===== config.mk =====
export PLATFORM = sky130hd
export DESIGN_NAME = bbtd_top
export DESIGN_NICKNAME = d
export VERILOG_FILES = /design/src/logic/bbtd_pkg.sv /design/src/logic/bbtd_top.sv
export SDC_FILE = /design/constraint.sdc
export NUM_CORES = 2
export LEC_CHECK = 0
export BUFFER_PORTS_ARGS = -buffer_cell sky130_fd_sc_hd__buf_2
export CAP_MARGIN = 20
export CORE_ASPECT_RATIO = 0.8
export CORE_MARGIN = 10
export CORE_UTILIZATION = 67
export DETAILED_ROUTE_END_ITERATION = 8
export PLACE_DENSITY = 0.93
export SYNTH_ARGS = -nofsm -noshare
export SYNTH_HDL_FRONTEND = slang
export SYNTH_SLANG_ARGS = --single-unit

===== constraint.sdc =====
create_clock -name CLK -period 8.1 [get_ports CLK]
set_input_delay 0.405 -clock CLK [delete_from_list [all_inputs] [get_ports CLK]]
set_output_delay 0.405 -clock CLK [all_outputs]
set_load 0.1 [all_outputs]

===== src/logic/bbtd_pkg.sv =====
// package for the bus breakpoint and trace debugger
package bbtd_pkg;
   // register byte addresses (word-aligned, printed offsets are byte addresses for high/low halves)
   localparam logic [7:0] ADDR_TB_HIGH  = 8'h22;
   localparam logic [7:0] ADDR_TB_LOW   = 8'h23;
   localparam logic [7:0] ADDR_TB_WORD  = 8'h20;  // aligned word holding both halves
   localparam logic [7:0] ADDR_CTRL     = 8'h24;
   localparam logic [7:0] ADDR_CMP_A    = 8'h28;
   localparam logic [7:0] ADDR_CMP_B    = 8'h2c;
   localparam logic [7:0] ADDR_STATUS   = 8'h30;
   localparam logic [7:0] ADDR_PROFILE  = 8'h34;

   // control field positions
   localparam int CTRL_ARM      = 0;
   localparam int CTRL_DBGMODE  = 1;
   localparam int CTRL_BKFULL   = 2;
   localparam int CTRL_BKSWI    = 3;
   localparam int CTRL_BEGIN    = 4;
   localparam int CTRL_TRG_LO   = 8;
   localparam int CTRL_TRG_HI   = 11;
   localparam int CTRL_CAP_LO   = 12;
   localparam int CTRL_CAP_HI   = 13;
   localparam logic [31:0] CTRL_RESET = 32'h0000_0000;

   // comparator word: address in [15:0], data in [31:16]
   localparam int CMP_ADDR_HI = 15;
   localparam int CMP_DATA_LO = 16;
   localparam int CMP_DATA_HI = 31;

   // trace depth
   localparam int TB_DEPTH = 64;
   localparam int TB_AW    = 6;

   // htrans / hsize codes
   localparam logic [1:0] HTRANS_NONSEQ = 2'h2;
   localparam logic [2:0] HSIZE_WORD    = 3'h2;

   typedef enum logic [3:0] {
      TRG_A_ONLY, TRG_A_OR_B, TRG_A_THEN_B, TRG_EV_B, TRG_A_THEN_EV_B,
      TRG_A_AND_B, TRG_A_AND_NOT_B, TRG_INSIDE, TRG_OUTSIDE
   } bbtd_trig_e;

   typedef enum logic [1:0] {
      CAP_NORMAL, CAP_DEDUP, CAP_DETAIL, CAP_PROFILE
   } bbtd_cap_e;

   // one observed processor bus cycle
   typedef struct packed {
      logic        valid;
      logic [15:0] addr;
      logic [15:0] data;
      logic        fetch;   // program fetch
      logic        free;    // free cycle
      logic        cof;     // fetch following change of flow
      logic        background_instruction;    // background instruction executing
   } bbtd_cpu_s;
endpackage


===== src/logic/bbtd_top.sv =====
// bus breakpoint and trace debugger, ahb-lite register slave
`timescale 1ns/1ps
`default_nettype none
// Overview of operation
// - control bit picks breakpoint mode or debug mode, never both.
// - dual address breakpoint fires on bus address equal to A or B.
// - full breakpoint fires only when address and data both match.
// - trigger either starts capture or ends capture.
// - triggers A, A|B, A then B, event B, A then event B, and/andnot, ranges.
// - A-and-B and A-and-not-B compare address and data.
// - event B triggers store data of each B event into trace.
// - normal capture stores only change-of-flow program fetches.
// - dedup capture stores change-of-flow fetches, skipping a repeat of the last stored address.
// - detail capture stores address and data except fetch and free cycles.
// - profile mode presents current instruction address for external polling.
// - background instruction never counts as change of flow.
// - byte or misaligned trace read returns zero, pointer unchanged.
// - trace word read while armed returns zero, pointer unchanged.
// - trace data reflects storage directly, no fixed reset value.
// - trace data high half at 0x22, low half at 0x23.
module bbtd_top
   import bbtd_pkg::*;
(
   input  wire logic        CLK,
   input  wire logic        RSTN,
   input  wire logic        CE,
   input  wire logic        HSEL,
   input  wire logic [31:0] HADDR,
   input  wire logic [1:0]  HTRANS,
   input  wire logic        HWRITE,
   input  wire logic [2:0]  HSIZE,
   input  wire logic [31:0] HWDATA,
   input  wire logic        HREADY,
   output logic [31:0]      HRDATA,
   output logic             HREADYOUT,
   output logic             HRESP,
   input  wire bbtd_cpu_s   CPU_BUS,
   output logic             BKPT_BACKGROUND,
   output logic             BKPT_SWI,
   output logic             TRIGGERED,
   output logic [15:0]      PROFILE_ADDR
);

   // address match helper, used by several comparators
   function automatic logic cmp_hit(input logic [31:0] cmp, input bbtd_cpu_s c, input logic full);
      cmp_hit = c.valid && (c.addr == cmp[CMP_ADDR_HI:0]) && (!full || c.data == cmp[CMP_DATA_HI:CMP_DATA_LO]);
   endfunction

   logic [31:0]       ctrl_q;
   logic [31:0]       cmp_a_q;
   logic [31:0]       cmp_b_q;
   logic [15:0]       tb_mem [TB_DEPTH];
   logic [TB_AW-1:0]  wr_ptr_q;
   logic [TB_AW-1:0]  rd_ptr_q;
   logic              wrapped_q;
   logic              seen_a_q;
   logic              trig_q;
   logic              armed_q;
   logic [15:0]       last_cof_q;
   logic              last_ok_q;
   logic [15:0]       prof_q;
   logic              bkpt_bg_q;
   logic              bkpt_swi_q;

   // address phase capture
   logic              dp_act_q;
   logic              dp_wr_q;
   logic [7:0]        dp_addr_q;
   logic [2:0]        dp_size_q;

   logic              ap_take;
   assign ap_take = HSEL && HREADY && (HTRANS == HTRANS_NONSEQ);
   // slave always answers with zero wait states and OKAY
   assign HREADYOUT = 1'b1;
   assign HRESP     = 1'b0;

   bbtd_trig_e trg;
   bbtd_cap_e  cap;
   assign trg = bbtd_trig_e'(ctrl_q[CTRL_TRG_HI:CTRL_TRG_LO]);
   assign cap = bbtd_cap_e'(ctrl_q[CTRL_CAP_HI:CTRL_CAP_LO]);

   logic dbg_mode;
   assign dbg_mode = ctrl_q[CTRL_DBGMODE];

   // data phase bookkeeping
   always_ff @(posedge CLK or negedge RSTN)
   begin
      if (!RSTN)
      begin
         dp_act_q  <= 1'b0;
         dp_wr_q   <= 1'b0;
         dp_addr_q <= 8'h00;
         dp_size_q <= 3'h0;
      end
      else if (CE)
      begin
         dp_act_q  <= ap_take;
         dp_wr_q   <= HWRITE;
         dp_addr_q <= HADDR[7:0];
         dp_size_q <= HSIZE;
      end
   end

   // trace read qualifiers: whole aligned word while disarmed
   logic tb_sel;
   logic tb_ok;
   assign tb_sel = dp_act_q && !dp_wr_q && (dp_addr_q[7:2] == ADDR_TB_WORD[7:2]);
   assign tb_ok  = tb_sel && (dp_size_q == HSIZE_WORD) && (dp_addr_q[1:0] == 2'h0) && !armed_q;

   // read mux; halves sit where their byte offsets land in the word
   always_comb
   begin
      HRDATA = 32'h0000_0000;
      if (dp_act_q && !dp_wr_q)
      begin
         case (dp_addr_q[7:2])
            ADDR_TB_WORD[7:2]:
               if (tb_ok)
                  HRDATA = {tb_mem[rd_ptr_q][7:0], tb_mem[rd_ptr_q][15:8], 16'h0000};
            ADDR_CTRL[7:2]:    HRDATA = ctrl_q;
            ADDR_CMP_A[7:2]:   HRDATA = cmp_a_q;
            ADDR_CMP_B[7:2]:   HRDATA = cmp_b_q;
            ADDR_STATUS[7:2]:  HRDATA = {16'h0000, wrapped_q, trig_q, armed_q, 7'h00, wr_ptr_q};
            ADDR_PROFILE[7:2]: HRDATA = {16'h0000, prof_q};
            default:           HRDATA = 32'h0000_0000;
         endcase
      end
   end

   // register writes
   logic wr_ctrl;
   assign wr_ctrl = dp_act_q && dp_wr_q && (dp_addr_q == ADDR_CTRL);

   always_ff @(posedge CLK or negedge RSTN)
   begin
      if (!RSTN)
      begin
         ctrl_q  <= CTRL_RESET;
         cmp_a_q <= 32'h0000_0000;
         cmp_b_q <= 32'h0000_0000;
      end
      else if (CE)
      begin
         if (wr_ctrl)
            ctrl_q <= HWDATA;
         else if (armed_q && trig_q && !ctrl_q[CTRL_BEGIN])
            ctrl_q[CTRL_ARM] <= 1'b0;                             // end-trigger stops capture
         if (dp_act_q && dp_wr_q && dp_addr_q == ADDR_CMP_A)
            cmp_a_q <= HWDATA;
         if (dp_act_q && dp_wr_q && dp_addr_q == ADDR_CMP_B)
            cmp_b_q <= HWDATA;
      end
   end
   assign armed_q = ctrl_q[CTRL_ARM] && dbg_mode;

   // comparator hits
   logic hit_a;
   logic hit_b;
   logic hit_af;
   logic hit_bf;
   logic in_rng;
   assign hit_a  = cmp_hit(cmp_a_q, CPU_BUS, 1'b0);
   assign hit_b  = cmp_hit(cmp_b_q, CPU_BUS, 1'b0);
   assign hit_af = cmp_hit(cmp_a_q, CPU_BUS, 1'b1);
   assign hit_bf = cmp_hit(cmp_b_q, CPU_BUS, 1'b1);
   assign in_rng = CPU_BUS.valid && CPU_BUS.addr >= cmp_a_q[CMP_ADDR_HI:0]
                   && CPU_BUS.addr <= cmp_b_q[CMP_ADDR_HI:0];

   // breakpoint mode actions, pulse one cycle
   logic bk_hit;
   assign bk_hit = ctrl_q[CTRL_BKFULL] ? (hit_af || hit_bf) : (hit_a || hit_b);

   always_ff @(posedge CLK or negedge RSTN)
   begin
      if (!RSTN)
      begin
         bkpt_bg_q  <= 1'b0;
         bkpt_swi_q <= 1'b0;
      end
      else if (CE)
      begin
         bkpt_bg_q  <= !dbg_mode && ctrl_q[CTRL_ARM] && bk_hit && !ctrl_q[CTRL_BKSWI];
         bkpt_swi_q <= !dbg_mode && ctrl_q[CTRL_ARM] && bk_hit && ctrl_q[CTRL_BKSWI];
      end
   end
   assign BKPT_BACKGROUND = bkpt_bg_q;
   assign BKPT_SWI        = bkpt_swi_q;

   // trigger condition
   logic trig_now;
   logic ev_mode;
   assign ev_mode = (trg == TRG_EV_B) || (trg == TRG_A_THEN_EV_B);
   always_comb
   begin
      case (trg)
         TRG_A_ONLY:      trig_now = hit_a;
         TRG_A_OR_B:      trig_now = hit_a || hit_b;
         TRG_A_THEN_B:    trig_now = seen_a_q && hit_b;
         TRG_EV_B:        trig_now = hit_b;
         TRG_A_THEN_EV_B: trig_now = seen_a_q && hit_b;
         TRG_A_AND_B:     trig_now = hit_af && hit_bf;
         TRG_A_AND_NOT_B: trig_now = hit_af && !hit_bf;
         TRG_INSIDE:      trig_now = in_rng;
         TRG_OUTSIDE:     trig_now = CPU_BUS.valid && !in_rng;
         default:         trig_now = 1'b0;
      endcase
   end

   // trigger sequencing state
   always_ff @(posedge CLK or negedge RSTN)
   begin
      if (!RSTN)
      begin
         seen_a_q <= 1'b0;
         trig_q   <= 1'b0;
      end
      else if (CE)
      begin
         if (wr_ctrl)
         begin
            seen_a_q <= 1'b0;
            trig_q   <= 1'b0;
         end
         if (armed_q)                                             // a hit in the write cycle still sets
         begin
            if (hit_a)
               seen_a_q <= 1'b1;
            if (trig_now)
               trig_q <= 1'b1;
         end
      end
   end
   assign TRIGGERED = trig_q;

   // capture selection per mode
   logic cof_ok;
   logic store;
   logic [15:0] store_val;
   assign cof_ok = CPU_BUS.valid && CPU_BUS.fetch && CPU_BUS.cof && !CPU_BUS.background_instruction;
   always_comb
   begin
      store     = 1'b0;
      store_val = CPU_BUS.addr;
      if (ev_mode)
      begin
         store     = trig_now;
         store_val = CPU_BUS.data;
      end
      else
      begin
         case (cap)
            CAP_NORMAL: store = cof_ok;
            CAP_DEDUP:  store = cof_ok && !(last_ok_q && last_cof_q == CPU_BUS.addr);
            CAP_DETAIL: store = CPU_BUS.valid && !CPU_BUS.fetch && !CPU_BUS.free;
            default:    store = 1'b0;
         endcase
      end
   end

   // capture window: begin-mode waits for trigger, end-mode runs until it
   logic cap_en;
   assign cap_en = armed_q && (ctrl_q[CTRL_BEGIN] ? (trig_q || trig_now) : 1'b1);

   // detail mode: address now, data in the next entry slot (one write per cycle)
   logic        det_pend_q;
   logic [15:0] det_data_q;

   always_ff @(posedge CLK or negedge RSTN)
   begin
      if (!RSTN)
      begin
         wr_ptr_q   <= '0;
         wrapped_q  <= 1'b0;
         last_cof_q <= 16'h0000;
         last_ok_q  <= 1'b0;
         det_pend_q <= 1'b0;
         det_data_q <= 16'h0000;
      end
      else if (CE)
      begin
         if (wr_ctrl && HWDATA[CTRL_ARM])
         begin
            wr_ptr_q   <= '0;
            wrapped_q  <= 1'b0;
            last_ok_q  <= 1'b0;
            det_pend_q <= 1'b0;
         end
         else if (cap_en && (store || det_pend_q))
         begin
            wr_ptr_q <= wr_ptr_q + 1'b1;
            if (&wr_ptr_q)
               wrapped_q <= 1'b1;
            det_pend_q <= store && !ev_mode && cap == CAP_DETAIL && !det_pend_q;
            det_data_q <= CPU_BUS.data;
            if (store && cap == CAP_DEDUP)
            begin
               last_cof_q <= CPU_BUS.addr;
               last_ok_q  <= 1'b1;
            end
         end
      end
   end

   // trace storage, no reset so contents are undefined after reset
   always_ff @(posedge CLK)
   begin
      if (CE && cap_en && (store || det_pend_q))
         tb_mem[wr_ptr_q] <= det_pend_q ? det_data_q : store_val;
   end

   // read pointer advances only on qualified reads, clears on a control write that sets arm
   always_ff @(posedge CLK or negedge RSTN)
   begin
      if (!RSTN)
         rd_ptr_q <= '0;
      else if (CE)
      begin
         if (wr_ctrl && HWDATA[CTRL_ARM])
            rd_ptr_q <= '0;
         else if (tb_ok)
            rd_ptr_q <= rd_ptr_q + 1'b1;
      end
   end

   // profile address follows each program fetch
   always_ff @(posedge CLK or negedge RSTN)
   begin
      if (!RSTN)
         prof_q <= 16'h0000;
      else if (CE && dbg_mode && cap == CAP_PROFILE && CPU_BUS.valid && CPU_BUS.fetch)
         prof_q <= CPU_BUS.addr;
   end
   assign PROFILE_ADDR = prof_q;
endmodule
`default_nettype wire


==> summary.md <==
| Metric | Value |
|---|---|
| Core area | `72,340 µm²` |
| Ys flop type | `edfxtp_1` |
| Worst path arrival time | `5.15 ns` |
| Die height | `262.1 µm` |
| Layout Skew | `0.05095 ns` |
| Leak Pwr | `18.70 nW` |
| Reg clk slew, reported paths | `0.07 ns` |
| Antenna-violating nets left | `0` |
| Routed WL | `145,800 µm` |
| Clock sinks | `around 1,200` |
| Number of setup buffers added after CTS | `0` |
| Power per cell area | `220.3 nW/µm²` |
| Clk_lat worst skew | `just over 0.7 ns` |
| Post-Synthesis Cells | `2,529` |
| Die Wd | `322.6 µm` |
| Slew Limit Fails | `0` |
| FF-to-FF Start | `cmp_a_q[11]` |
| P&R area growth vs syn | `13.93%` |
| Iteration-0 DRC Markers | `4,631` |
| Asr flop ratio synth | `14.67%` |
| Slew headroom | `24.01%` |
| YS warnings | `0` |
| Root Buffer | `clkbuf_16` |
| Worst slew pin tran | `between 1 and 1.5 ns` |
| Net Count, Synth | `2,675` |
| Rows | `between 80 and 90` |
| Syn Area/Cell | `19.41 µm²` |
| Die area | `between 80,000 and 90,000 µm²` |
| DR WL/cell | `between 30 and 40 µm` |
| Initial antenna violation count | `9` |
| R2R Path End | `tb_mem[47][2]` |
| Status | `finished, final reports clean` |
| H-tree levels | `3` |
| Max Fanout on Critical Path | `about 140` |
| Setup crit end kind | `primary output` |
| Gr usage total | `34.87%` |
| TritonCTS Buffers | `107` |
| Largest net degree at the start of global routing | `roughly 150` |
| Initial Util | `approximately 68%` |
| Final Cycle Share | `68.56%` |
| Worst setup path startpoint | `rd_ptr_q[1]` |
| Worst R2R Path Depth | `10` |
| Max-cap violation count | `0` |
| Final #Nets | `a little under 3,000` |
| GR Overflow Total | `0` |
| CTS Buffer Depth | `3` |
| CP required | `~7.7 ns` |
| CP Launch Type | `flop` |
| CTS tree | `yes` |
| Post_cts resized | `0` |
| Post-DP HPWL | `just over 80,000 µm` |
| # setup viols final | `0` |
| Post-synth EDFFs | `around 1,000` |
| Setup WS pre-CTS | `3.198 ns` |
| CP Capture Point | `HRDATA[18]` |
| Hold Path Class | `in2reg` |
| Sequential-to-total area share from yosys stat | `71.61%` |
| Layout cells sized above 1 | `roughly 33%` |
| # DRC | `0` |
| Kind of critical path | `reg2out` |
| Vias in the first global route | `~29,000` |
| R2r setup slk | `3.26 ns` |
| Setup TNS | `0 ns` |
| Mapped Area | `slightly below 50,000 µm²` |
| Final Critical Period | `5.553 ns` |
| Gpl congestion | `0.9326` |
| #FFs+latches synth | `1,200` |
| Final hold slack | `~0.015 ns` |
| Fin. Hold Viols | `0` |
| Max VDD drop | `0.3102 mV` |
| Via-to-Cell Ratio | `7.498` |
| Num ports | `about 170` |
| Port bufs | `between 100 and 150` |
| Final setup margin | `2.547 ns` |
| First-pass GRT wire length | `about 210,000 µm` |
| Synth cell types | `62` |
| TritonRoute pass-1 iters | `8` |
| RSZ-0062 raised after global routing | `false` |
| Vias | `roughly 29,000` |
| Fmax | `between 150 and 200 MHz` |
[state kept, by name (all words and copies together) (netlist names)]
| register | flops |
|---|---|
| seen_a_q | 1 |
| last_ok_q | 1 |
| wr_ptr_q | 6 |
| wrapped_q | 1 |
| dp_act_q | 1 |
| PROFILE_ADDR | 16 |
| dp_wr_q | 1 |
| last_cof_q | 16 |
| cmp_a_q | 32 |
| det_data_q | 16 |
| ctrl_q | 32 |
| tb_mem | 1024 |
| rd_ptr_q | 6 |
| TRIGGERED | 1 |
| BKPT_BACKGROUND | 1 |
| dp_addr_q | 8 |
| det_pend_q | 1 |
| BKPT_SWI | 1 |
| cmp_b_q | 32 |
| dp_size_q | 3 |
[Yosys cell counts, types with 3 or more instances]
library cell / count / area (µm²)
inv_1: 47 / 176.4
o211ai_1: 7 / 52.55
buf_1: 23 / 86.33
nor4_1: 64 / 400.4
buf_2: 30 / 150.1
and2_1: 3 / 18.77
nand4_1: 18 / 112.6
or2_2: 6 / 37.54
nand2b_1: 4 / 25.02
edfxtp_1: 1024 / 30750
nor3_1: 20 / 100.1
clkbuf_1: 92 / 345.3
mux4_2: 336 / 7567
o311ai_1: 3 / 26.28
mux2_1: 9 / 101.4
nor2b_1: 5 / 31.28
buf_4: 4 / 30.03
nand3_1: 22 / 110.1
mux2i_1: 35 / 350.3
dfrtp_1: 176 / 4404
mux2_2: 111 / 1250
a21oi_1: 75 / 375.4
and3_1: 6 / 37.54
nor2_1: 64 / 240.2
a22oi_1: 31 / 232.7
xor2_1: 32 / 280.3
or3_1: 4 / 25.02
nor4b_1: 3 / 26.28
xnor2_1: 20 / 175.2
o21ai_0: 78 / 390.4
ha_1: 34 / 425.4
buf_6: 4 / 45.04
nand2_1: 100 / 375.4
o22ai_1: 3 / 18.77
[cell usage in the layout (no fill, tap or decap), types with 34 or more instances in the layout]
master | synthesis | routed
clkbuf_16 | 0 | 109
dlygate4sd3_1 | 0 | 42
dfrtp_1 | 176 | 170
buf_2 | 30 | 137
mux4_2 | 336 | 336
a21oi_1 | 75 | 74
edfxtp_1 | 1024 | 1024
inv_1 | 47 | 47
ha_1 | 34 | 34
mux2i_1 | 35 | 35
nor2_1 | 64 | 61
buf_4 | 4 | 99
nand2_1 | 100 | 100
o21ai_0 | 78 | 62
nor4_2 | 0 | 52
mux2_2 | 111 | 111
[worst min path at each step]
stage | end | cells after the start | start | slack, ns
detailed placement | BKPT_BACKGROUND | 1 | ctrl_q[3] | 0.47
CTS | ctrl_q[3] | 3 | HWDATA[3] | 0.002
floorplan | BKPT_BACKGROUND | 0 | RSTN | 0.11
finish | ctrl_q[3] | 3 | HWDATA[3] | 0.01
global route | cmp_a_q[23] | 2 | HWDATA[23] | 0.01
global placement | BKPT_BACKGROUND | 1 | ctrl_q[3] | 0.47
[cell families (layout without fill, tap and decap cells)]
logic type / count (synthesis) / in the layout / synth area share (%)
flip-flops: 1200 / 1200 / 71.61
adder cells (fa/ha/maj): 34 / 34 / 0.8665
buffers and inverters: 200 / 535 / 1.697
AO/OA/AOI/OAI: 224 / 224 / 2.750
XOR/XNOR: 52 / 52 / 0.9277
other: 2 / 7 / 0.01530
multiplexers: 491 / 491 / 18.88
AND/OR/NAND/NOR: 326 / 326 / 3.257
[critical path, cell delays in order, from the launching register on]
cell	delay (ns)
dfrtp_4	1.00
buf_12	0.63
mux4_2	0.48
mux4_2	0.63
mux4_2	0.57
a21oi_1	0.49
nor2_1	0.08
buf_2	0.31
[cell type report]
cell class	instances	area, µm²
Antenna cell	5	12.51
Clock buffer	136	2859
Clock inverter	64	721.9
Fill cell	3470	16410
Inverter	47	176.4
Multi-Input combinational cell	1129	13750
Sequential cell	1200	35170
Tap cell	945	1182
Timing Repair Buffer	288	2066
[where the power goes]
group | internal (mW) | switching [mW] | total, mW
clock | 2.95 | 2.32 | 5.27
sequential | 6.71 | 0.00921 | 6.72
combinational | 0.0827 | 0.249 | 0.332
[repair_timing]
item | CTS | global route
hold buffers | 42 | 0
endpoints found under the hold margin | 189 | 0
endpoints found under the setup margin | 0 | 0
[per-stage QoR]
stage | instances | cell area, µm² | util (%) | total power, mW
floorplan | 2529 | 49090 | - | 6.991
global placement | 3561 | 51790 | 71.59 | 7.121
detailed placement | 3562 | 51790 | 71.60 | 7.147
CTS | 3804 | 55790 | 77.13 | 12.33
global route | 3810 | 55920 | 77.31 | 12.55
finish | 3814 | 55930 | 77.32 | 12.32
[metal layers]
metal | GRT usage (%) | vias to the layer above | part of all wire [%] | wire, µm
li1 | - | 10803 | - | -
met5 | 0 | - | 0.039 | 57
met3 | 9.424 | 541 | 12 | 17970
met4 | 18.99 | 8 | 6.8 | 9969
met2 | 55.67 | 2723 | 48 | 69780
met1 | 44.02 | 14524 | 33 | 48060
Power figures use the tool's default switching activity.
